==> src/serial_ctrl_params.svh <==
// constants for the serial control-register sequencer
`ifndef SERIAL_CTRL_PARAMS_SVH
`define SERIAL_CTRL_PARAMS_SVH
`define INIT_ADDR 12'h021
`define INIT_RST 16'h0000
`define INIT_SRP_POS 7
`define INIT_SID_HI_POS 14
`define FRAME_PATTERN 8'hF0
`define PKT_LAST 4'hF
`define WAIT_SET_RESET_CMD 5'h10
`define WAIT_SHORT 5'h04
`define LOC_INIT 2'h0
`define LOC_STAT 2'h1
`define SYNC_PINS 4
`endif

==> src/serial_ctrl_pkg.sv <==
// types for the serial control-register sequencer
package serial_ctrl_pkg;
  typedef enum logic [3:0] {
    OP_READ = 4'h0,
    OP_WRITE = 4'h1,
    OP_SET_RESET = 4'h2,
    OP_FAST_CLOCK = 4'h4,
    OP_CLEAR_RESET = 4'hB,
    OP_NOP = 4'hF
  } serial_opcode_e;
  // request packet, cycle 0 in bit 15
  typedef struct packed {
    logic [4:0] rsv;
    logic dev_hi;
    logic [3:0] serial_opcode;
    logic broadcast_flag;
    logic [4:0] dev_lo;
  } request_packet_s;
  typedef enum {ST_IDLE, ST_REQ, ST_ADDR, ST_DATA, ST_INTV, ST_RDATA} pkt_state_e;
endpackage : serial_ctrl_pkg
==> src/serial_ctrl_init_sequencer.sv <==
// device-side serial control port: framing, decode, init register, chain repeat
//
// Added by the designer: the address map and the address-and-strobe port.
`timescale 1ns/100ps
`include "serial_ctrl_params.svh"

module serial_ctrl_init_sequencer (
  // clock and reset
  input wire logic core_clk,
  input wire logic rst,
  // serial control pins from the controller
  input wire logic serial_clk,
  input wire logic frame_cmd,
  // chain pin toward the controller
  input wire logic chain_port_in_rx,
  output logic chain_port_in_tx,
  output logic chain_port_in_oe,
  // chain pin toward the next device
  input wire logic chain_port_out_rx,
  output logic chain_port_out_tx,
  output logic chain_port_out_oe,
  // local register port
  input wire logic [1:0] loc_addr,
  input wire logic [15:0] loc_wdata,
  input wire logic loc_wr,
  input wire logic loc_rd,
  output logic [15:0] loc_rdata,
  // state seen by the rest of the device
  output logic [5:0] serial_id,
  output logic repeater_bit,
  output logic reset_bit,
  output logic fast_mode
);
  import serial_ctrl_pkg::*;

  // ----------------------------------------
  // pin synchronisers
  // ----------------------------------------
  logic [`SYNC_PINS-1:0] pin_raw;
  logic [`SYNC_PINS-1:0] s1_ff;
  logic [`SYNC_PINS-1:0] s2_ff;
  logic [`SYNC_PINS-1:0] s3_ff;
  logic [`SYNC_PINS-1:0] lvl_ff;
  assign pin_raw = {chain_port_out_rx, chain_port_in_rx, frame_cmd, serial_clk};

  // level only moves once stages two and three agree, filtering a glitch
  genvar gi;
  generate
    for (gi = 0; gi < `SYNC_PINS; gi++)
    begin : g_sync
      always_ff @(posedge core_clk or posedge rst)
      begin
        if (rst)
        begin
          s1_ff[gi] <= 1'b0;
          s2_ff[gi] <= 1'b0;
          s3_ff[gi] <= 1'b0;
          lvl_ff[gi] <= 1'b0;
        end
        else
        begin
          s1_ff[gi] <= pin_raw[gi];
          s2_ff[gi] <= s1_ff[gi];
          s3_ff[gi] <= s2_ff[gi];
          if (s2_ff[gi] == s3_ff[gi])
            lvl_ff[gi] <= s3_ff[gi];
        end
      end
    end
  endgenerate

  logic sck_stable;
  logic sck_rise;
  logic sck_fall;
  logic cmd_lvl;
  logic din;
  logic dback;
  // edges of the serial clock as seen by core_clk
  assign sck_stable = (s2_ff[0] == s3_ff[0]);
  assign sck_rise = sck_stable && s3_ff[0] && !lvl_ff[0];
  assign sck_fall = sck_stable && !s3_ff[0] && lvl_ff[0];
  assign cmd_lvl = lvl_ff[1];
  assign din = lvl_ff[2];
  assign dback = lvl_ff[3];

  // ----------------------------------------
  // framing and packet sequencing
  // ----------------------------------------
  pkt_state_e state_ff;
  logic [7:0] frame_ff;
  logic [3:0] cnt_ff;
  logic [15:0] shift_ff;
  logic [4:0] guard_ff;
  logic sel_ff;
  logic is_read_ff;
  logic [11:0] addr_ff;
  logic [15:0] rd_ff;
  logic [15:0] init_ff;
  logic reset_bit_ff;
  logic fast_ff;
  logic [15:0] nxt_shift;
  logic frame_hit;
  logic pkt_end;
  request_packet_s req;

  // frame sampled on both serial clock edges
  assign frame_hit = sck_fall && ({frame_ff[6:0], cmd_lvl} == `FRAME_PATTERN);
  assign nxt_shift = {shift_ff[14:0], din};
  assign pkt_end = sck_fall && (cnt_ff == `PKT_LAST);
  assign req = request_packet_s'(nxt_shift);

  // reserved bits are ignored; the controller keeps them zero
  function automatic logic is_sel(input request_packet_s r, input logic [5:0] sid);
    is_sel = r.broadcast_flag || ({r.dev_hi, r.dev_lo} == sid);
  endfunction : is_sel

  logic req_done;
  logic req_sel;
  assign req_done = pkt_end && (state_ff == ST_REQ);
  assign req_sel = is_sel(req, serial_id);

  always_ff @(posedge core_clk or posedge rst)
  begin
    if (rst)
      frame_ff <= 8'h00;
    else if (sck_rise || sck_fall)
      frame_ff <= {frame_ff[6:0], cmd_lvl};
  end

  // bits sampled on the falling edge, sixteen per packet
  always_ff @(posedge core_clk or posedge rst)
  begin
    if (rst)
    begin
      cnt_ff <= 4'h0;
      shift_ff <= 16'h0000;
    end
    else if (frame_hit && state_ff == ST_IDLE)
      cnt_ff <= 4'h0;
    else if (sck_fall && state_ff != ST_IDLE)
    begin
      cnt_ff <= cnt_ff + 4'h1;
      shift_ff <= nxt_shift;
    end
  end

  // packet order differs for read and write; control commands stop after request
  always_ff @(posedge core_clk or posedge rst)
  begin
    if (rst)
    begin
      state_ff <= ST_IDLE;
      sel_ff <= 1'b0;
      is_read_ff <= 1'b0;
      addr_ff <= 12'h000;
    end
    else
    begin
      case (state_ff)
        ST_IDLE:
          if (frame_hit && guard_ff == 5'h00)
            state_ff <= ST_REQ;
        ST_REQ:
          if (pkt_end)
          begin
            sel_ff <= req_sel;
            is_read_ff <= (req.serial_opcode == OP_READ);
            if (req.serial_opcode == OP_READ || req.serial_opcode == OP_WRITE)
              state_ff <= ST_ADDR;
            else
              state_ff <= ST_IDLE;
          end
        ST_ADDR:
          if (pkt_end)
          begin
            addr_ff <= nxt_shift[11:0];
            state_ff <= is_read_ff ? ST_INTV : ST_DATA;
          end
        ST_DATA:
          if (pkt_end)
            state_ff <= ST_INTV;
        ST_INTV:
          if (pkt_end)
            state_ff <= is_read_ff ? ST_RDATA : ST_IDLE;
        ST_RDATA:
          if (pkt_end)
            state_ff <= ST_IDLE;
        default:
          state_ff <= ST_IDLE;
      endcase
    end
  end

  // ----------------------------------------
  // command effects and the init register
  // ----------------------------------------
  logic wr_commit;
  assign wr_commit = pkt_end && state_ff == ST_DATA && sel_ff && addr_ff == `INIT_ADDR;

  // guard counts serial cycles; early frames are dropped rather than half-decoded
  always_ff @(posedge core_clk or posedge rst)
  begin
    if (rst)
      guard_ff <= 5'h00;
    else if (req_done && req_sel && req.serial_opcode == OP_SET_RESET)
      guard_ff <= `WAIT_SET_RESET_CMD;
    else if (req_done && req_sel &&
             (req.serial_opcode == OP_CLEAR_RESET || req.serial_opcode == OP_FAST_CLOCK))
      guard_ff <= `WAIT_SHORT;
    else if (sck_fall && guard_ff != 5'h00)
      guard_ff <= guard_ff - 5'h01;
  end

  always_ff @(posedge core_clk or posedge rst)
  begin
    if (rst)
    begin
      reset_bit_ff <= 1'b0;
      fast_ff <= 1'b0;
    end
    else if (req_done && req_sel)
    begin
      if (req.serial_opcode == OP_SET_RESET)
        reset_bit_ff <= 1'b1;
      else if (req.serial_opcode == OP_CLEAR_RESET)
        reset_bit_ff <= 1'b0;
      else if (req.serial_opcode == OP_FAST_CLOCK)
        fast_ff <= 1'b1;
    end
  end

  // held at reset value while the reset bit is set; id is init bits 14 and 4:0, set by serial or local write
  always_ff @(posedge core_clk or posedge rst)
  begin
    if (rst)
      init_ff <= `INIT_RST;
    else if (reset_bit_ff || (req_done && req_sel && req.serial_opcode == OP_SET_RESET))
      init_ff <= `INIT_RST;
    else if (wr_commit)
      init_ff <= nxt_shift;
    else if (loc_wr && loc_addr == `LOC_INIT)
      init_ff <= loc_wdata;
  end

  // read data captured when the address packet completes
  always_ff @(posedge core_clk or posedge rst)
  begin
    if (rst)
      rd_ff <= 16'h0000;
    else if (pkt_end && state_ff == ST_ADDR)
      rd_ff <= (nxt_shift[11:0] == `INIT_ADDR) ? init_ff : 16'h0000;
    else if (sck_fall && state_ff == ST_RDATA)
      rd_ff <= {rd_ff[14:0], 1'b0};
  end

  // ----------------------------------------
  // chain pins and outputs
  // ----------------------------------------
  logic own_read;
  assign own_read = (state_ff == ST_RDATA) && sel_ff;

  // read data heads back toward the controller; other packets repeat downstream
  always_ff @(posedge core_clk or posedge rst)
  begin
    if (rst)
    begin
      chain_port_in_tx <= 1'b0;
      chain_port_in_oe <= 1'b0;
      chain_port_out_tx <= 1'b0;
      chain_port_out_oe <= 1'b0;
    end
    else
    begin
      chain_port_in_oe <= own_read || (state_ff == ST_RDATA && repeater_bit);
      chain_port_in_tx <= own_read ? rd_ff[15] : dback;
      chain_port_out_oe <= init_ff[`INIT_SRP_POS] && state_ff != ST_RDATA;
      chain_port_out_tx <= din;
    end
  end

  // status mirrors; outputs come straight from flops
  always_ff @(posedge core_clk or posedge rst)
  begin
    if (rst)
    begin
      serial_id <= 6'h00;
      repeater_bit <= 1'b0;
      reset_bit <= 1'b0;
      fast_mode <= 1'b0;
      loc_rdata <= 16'h0000;
    end
    else
    begin
      serial_id <= {init_ff[`INIT_SID_HI_POS], init_ff[4:0]};
      repeater_bit <= init_ff[`INIT_SRP_POS];
      reset_bit <= reset_bit_ff;
      fast_mode <= fast_ff;
      if (loc_rd)
        loc_rdata <= (loc_addr == `LOC_INIT) ? init_ff :
                     (loc_addr == `LOC_STAT) ? {13'h0000, guard_ff != 5'h00, fast_ff, reset_bit_ff} :
                     16'h0000;
      else
        loc_rdata <= 16'h0000;
    end
  end

  // ----------------------------------------
  // assertions
  // ----------------------------------------
  property p_set_reset_cmd_resets;
    @(posedge core_clk) disable iff (rst)
      req_done && req_sel && req.serial_opcode == OP_SET_RESET
      |=> reset_bit_ff && init_ff == `INIT_RST && guard_ff == `WAIT_SET_RESET_CMD;
  endproperty
  a_set_reset_cmd_resets: assert property (p_set_reset_cmd_resets) else $error("set reset failed");

  property p_clear_reset_cmd_clears;
    @(posedge core_clk) disable iff (rst)
      req_done && req_sel && req.serial_opcode == OP_CLEAR_RESET
      |=> !reset_bit_ff && guard_ff == `WAIT_SHORT ##1 init_ff == `INIT_RST;
  endproperty
  a_clear_reset_cmd_clears: assert property (p_clear_reset_cmd_clears) else $error("clear reset failed");

  property p_fast_clock_cmd_fast;
    @(posedge core_clk) disable iff (rst)
      req_done && req_sel && req.serial_opcode == OP_FAST_CLOCK
      |=> fast_ff ##1 fast_mode;
  endproperty
  a_fast_clock_cmd_fast: assert property (p_fast_clock_cmd_fast) else $error("fast clock not set");

  property p_nop_idle;
    @(posedge core_clk) disable iff (rst)
      req_done && req.serial_opcode == OP_NOP |=> state_ff == ST_IDLE && $stable(init_ff);
  endproperty
  a_nop_idle: assert property (p_nop_idle) else $error("nop had an effect");

  property p_mismatch;
    @(posedge core_clk) disable iff (rst)
      req_done && !req.broadcast_flag && {req.dev_hi, req.dev_lo} != serial_id |=> !sel_ff;
  endproperty
  a_mismatch: assert property (p_mismatch) else $error("unmatched device selected");

  property p_bcast;
    @(posedge core_clk) disable iff (rst)
      req_done && req.broadcast_flag |=> sel_ff;
  endproperty
  a_bcast: assert property (p_bcast) else $error("broadcast not taken");

  property p_no_forward;
    @(posedge core_clk) disable iff (rst)
      !init_ff[`INIT_SRP_POS] |=> !chain_port_out_oe;
  endproperty
  a_no_forward: assert property (p_no_forward) else $error("forwarding with repeater off");

  property p_write16;
    @(posedge core_clk) disable iff (rst)
      wr_commit && !reset_bit_ff |=> init_ff == $past(nxt_shift) ##1 serial_id ==
        {init_ff[`INIT_SID_HI_POS], init_ff[4:0]};
  endproperty
  a_write16: assert property (p_write16) else $error("serial write lost");

  property p_silent;
    @(posedge core_clk) disable iff (rst)
      state_ff == ST_RDATA && !sel_ff && !repeater_bit |=> !chain_port_in_oe;
  endproperty
  a_silent: assert property (p_silent) else $error("unselected device drove data");

  c_read: cover property (@(posedge core_clk) state_ff == ST_RDATA && sel_ff);
  c_write: cover property (@(posedge core_clk) wr_commit);
  c_set_reset_cmd: cover property (@(posedge core_clk) reset_bit_ff ##[1:1000] !reset_bit_ff);
endmodule : serial_ctrl_init_sequencer

==> config.mk <==
export PLATFORM = sky130hd
export DESIGN_NAME = serial_ctrl_init_sequencer
export DESIGN_NICKNAME = d
export VERILOG_FILES = /design/src/serial_ctrl_pkg.sv /design/src/serial_ctrl_init_sequencer.sv
export VERILOG_INCLUDE_DIRS = /design/src
export SDC_FILE = /design/constraint.sdc
export NUM_CORES = 1
export LEC_CHECK = 0
export ABC_AREA = 0
export BUFFER_PORTS_ARGS = -buffer_cell sky130_fd_sc_hd__buf_2
export CORE_MARGIN = 2
export CORE_UTILIZATION = 55
export DETAILED_ROUTE_END_ITERATION = 8
export PLACE_DENSITY = 0.71
export RECOVER_POWER = 50
export SYNTH_ARGS = -nofsm -noshare
export SYNTH_HDL_FRONTEND = slang
export SYNTH_SLANG_ARGS = --single-unit
==> constraint.sdc <==
create_clock -name core_clk -period 6.3 [get_ports core_clk]
set_input_delay 0.63 -clock core_clk [delete_from_list [all_inputs] [get_ports core_clk]]
set_output_delay 0.63 -clock core_clk [all_outputs]
set_load 0.005 [all_outputs]
After elaboration in Yosys (flattened, before gate mapping):

Index checks and enable logic that the tools add are counted.

* bits in registers: 156
* input port bits: 26
* output and inout port bits: 29
* word-level logic and storage cells: 148

* $add $sub $neg: 2
* equality and inequality tests: 30
* multiplexer cells: 27
* bitwise operators: 3
* reductions and logical operators: 49

Operators by type and width (number)
* 32-bit two-way mux: 6
* 32-bit case mux with 6 select lines: 1
* 32-bit by 3-bit == test with 1-bit output (second input constant): 4
* 16-bit two-way mux: 8
* 32-bit by 2-bit == test with 1-bit output (second input constant): 3
* 32-bit logical NOT: 2
* 32-bit by 1-bit == test with 1-bit output (second input constant): 1
* 32-bit by 4-bit == test with 1-bit output (second input constant): 1
* 32-bit by 4-bit inequality test with 1-bit output (second input constant): 1
* 32-bit nonzero test: 1
* 12-bit by 6-bit == test with 1-bit output (second input constant): 2
* 1-bit logical AND: 23
* 5-bit two-way mux: 3
* 2-bit inequality test (second input constant): 6
* 3-bit two-way mux: 3
* 4-bit == test (second input constant): 2
* 8-bit == test (second input constant): 1
* 4-bit two-way mux: 2
* 2-bit AND reduction: 4
* 6-bit == test: 1
* 1-bit logical OR: 6
* 6-bit AND reduction: 1
* 2-bit nonzero test: 3
* 3-bit nonzero test: 2
* other kinds (16): 24

Depth between registers and ports, before layout:

* depth in word-level cells: 9
* gate-level depth with buffers: 9
* depth with buffers taken out: 7

Least setup slack after synthesis:

Ideal clock, no wire load.

* path type: input to register
* from: input port loc_addr[0]
* to: register init_ff[0]
* library setup time: 0.119 ns
* arrival time: 2.141 ns
* data required time: 6.181 ns
* path slack: 4.040 ns
* cell stages on the path: 6
* path buffers: 2
* cell sequence: clkbuf_1 -> nor3b_2 -> clkbuf_1 -> mux2_2 -> mux2i_1 -> nor2_2

* cells in the longest elaborated chain, start to end: 3

RTL lines
* start, declared: RTL line serial_ctrl_init_sequencer.sv:23 `input wire logic [1:0] loc_addr,`
* 2-bit logical NOT (no line)
* 1-bit logical AND (no line)
* 3-bit nonzero test (no line)
* end signal, assigned: RTL line serial_ctrl_init_sequencer.sv:236 `` init_ff <= `INIT_RST; ``
* end signal, assigned: RTL line serial_ctrl_init_sequencer.sv:238 `` init_ff <= `INIT_RST; ``
* end signal, assigned: RTL line serial_ctrl_init_sequencer.sv:240 `init_ff <= nxt_shift;`
* end, declared: RTL line serial_ctrl_init_sequencer.sv:98 `logic [15:0] init_ff;`

Every way passes these cells.
A chain may end at the register's enable or synchronous reset.

==> results.yml <==
critical_path:
  worstPathRequired_ps: 6590
  critPathKind: "primary input to async pin"
  cp.arrival_ps: 3580
  worstSetupEndpointType: "async pin"
  path_max_fanout: 72
  crit_path_start_kind: "primary input"
detailed_routing:
  drcViolationCount: 0
  routed-via-count: 3599
  drtIter0Drc: 185
  viasPerCell: 5.55
  wl_mm: 11.3
  firstDrtPassIters: 4
  antenna_left: 0
  wl_per_cell_um: 17.5
power:
  p_per_area_nw_per_um2: 320
  totalPowerFinal_uw: 2000
  leakage_uw: 0.00285
  max-vdd-ir-drop_mv: 0.224
cells_and_area:
  layout.nets: 532
  n_antenna_cell: 0
  areaGrowthSynthToFinish_pct: 16.8
  design_area_um2: 6250
  drive_gt1_share_pct: 26.4
placed_design:
  pre_cts_ws_ps: 3500
  gp_congestion: 0.818
  port_buffers: 54
  dp_hpwl_mm: 7.48
  place_area_um2: 5710
synth:
  synthCells: 447
  synth_area_per_cell_um2: 12.0
  synth_cell_types: 51
  synth-main-ff-cell: "dfrtp_1"
  synth-seq-cells: 127
  synth.cell_area_um2: 5350
  synth_warnings: 0
  seq_area_frac_synth_pct: 59.4
  synth_enable_flop_cells: 0
  syn-num-nets: 477
  ys_async_sr_fraction_pct: 100
clock_network:
  cts_made_buffers: 17
  h-tree-depth: 4
  root_buffer: "clkbuf_8"
  post_cts_resized: 0
  cts_setup_buffers: 0
  cts_hold_buf: 0
  path_clk_slew_ps: 60
  clk_latency_ps: 510
  clkSinkCount: 127
  clockBufferDepth: 2
  cts_tree: "done"
min_path:
  holdCritPathClass: "primary input to flop"
sta:
  setup_ws_ps: 3010
  fin_hold_ws_ps: 218
  maxSlewViolCount: 130
  setup_viol: 0
  fin_crit_sh_pct: 52.1
  hold_viol_final: 0
  fin_worst_skew_ps: 5.15
  fin_tns_setup_ps: 0
  slew_headroom_pct: -57.0
  worst_slew_pin_slew_ps: 2340
  final.min_clock_period_ps: 3290
  fmax_ghz: 0.304
  rsz0062_at_grt: "no"
die:
  initial_core_util_pct: 55.8
  io_pins: 55
  dieArea_um2: 10500
  die_w_um: 103
  core_um2: 9590
  die_y_um: 103
  rows: 36
global_routing:
  grt_antenna_before_repair: 0
  gr-total-overflow: 0
  track_usage_pct: 23.2
  grt_pass1_wl_mm: 18.2
  grt_pass1_vias: 3521
  grt_max_degree: 73
outcome:
  status: "complete, but fails checks"
  failed_checks: "max-capacitance violations, max-slew violations"
job:
  max_cap_viol_count: 3
[cells in the final DEF, fill, tap and decap left out, types with 3 or more instances in the layout]
cell / n
clkbuf_16: 16
and2_0: 6
nand3_1: 8
o21ai_1: 3
ha_1: 4
nor4b_1: 3
a31oi_1: 18
buf_4: 3
mux2_2: 48
buf_2: 34
nand2_1: 46
clkinvlp_4: 5
inv_1: 11
nor2b_1: 5
o21ai_0: 9
nor4_1: 5
or3_1: 4
dfrtp_1: 127
xor2_1: 6
mux2i_1: 18
maj3_1: 3
a21oi_1: 7
clkinv_4: 3
and2_1: 9
nor2_2: 9
nor2_1: 39
clkbuf_1: 22
[worst paths after layout]
check	from	to	slack [ps]	cells after the start
hold / removal	frame_cmd	s1_ff[1]$_DFF_PP0_	220	1
setup / recovery	rst	rd_ff[4]$_DFFE_PP0P_	3010	3
setup reg to reg	s2_ff[0]$_DFF_PP0_	rd_ff[12]$_DFFE_PP0P_	3440	7
max in group core_clk	s2_ff[0]$_DFF_PP0_	rd_ff[12]$_DFFE_PP0P_	3440	7
hold reg to reg	s1_ff[1]$_DFF_PP0_	s2_ff[1]$_DFF_PP0_	350	0
min in group asynchronous	rst	frame_ff[4]$_DFFE_PP0P_	740	2
[cells in the mapped netlist, drive strengths merged, types with 4 or more instances]
library cell | count | area, um^2
nand2 | 46 | 175
buf | 7 | 60.1
or3 | 4 | 25.0
nor2 | 48 | 203
mux2i | 18 | 180
clkbuf | 15 | 56.3
mux2 | 48 | 541
inv | 12 | 45.0
dfrtp | 127 | 3180
nor2b | 5 | 31.3
o21ai | 13 | 65.1
nor4 | 7 | 73.8
nand3 | 9 | 50.1
ha | 4 | 50.1
a21oi | 7 | 35.0
xor2 | 6 | 52.6
a31oi | 18 | 113
and2 | 15 | 93.8
[flip-flops by register name, indices dropped and copies added, names as in the netlist, 5 cells and up]
signal	flops
guard_ff	5
addr_ff	12
loc_rdata	16
rd_ff	16
init_ff	16
serial_id	6
shift_ff	15
frame_ff	7
[power breakdown]
group	switching [uW]	internal, uW	total (uW)
clock	358	575	933
combinational	66.1	71.9	138
sequential	51.4	880	931
total	475	1530	2000
[through the flow]
step | util (%) | cells
after CTS | 65.5 | 648
final | 65.1 | 648
after global routing | 65.1 | 648
after global placement | 59.5 | 616
after detailed placement | 59.5 | 616
after floorplan | - | 447
[worst max-delay path, cell delays in order]
cell and delay [ps]:
buf_2 100, clkinvlp_2 1320, clkbuf_2 1480
[routing by layer]
layer,GRT usage [%],part of all wire (%),vias up
met5,0,0,-
met1,31.7,44,1805
li1,-,-,1662
met4,9.23,1.9,0
met3,5.36,5.5,18
met2,36.5,48,114
[cell families (layout without fill, tap and decap cells)]
kind of cell / Yosys count / count (layout) / synth area share, %
adders and majority gates: 7 / 7 / 1.50
DFF: 127 / 127 / 59.4
xor gates and xnor gates: 8 / 8 / 1.31
muxes: 66 / 66 / 13.5
buffers and inverters: 34 / 102 / 3.02
and+or+nand+nor: 154 / 154 / 15.2
AOI/OAI and AO/OA: 51 / 51 / 6.10
[cell type report]
cell class	instances	area [um^2]
Clock inverter	12	138
Inverter	12	46.3
Fill cell	735	3340
Sequential cell	127	3180
Multi-Input combinational cell	286	2010
Timing Repair Buffer	58	273
Tap cell	133	166
Clock buffer	20	435
No activity file was read; power rests on OpenSTA's default activity.
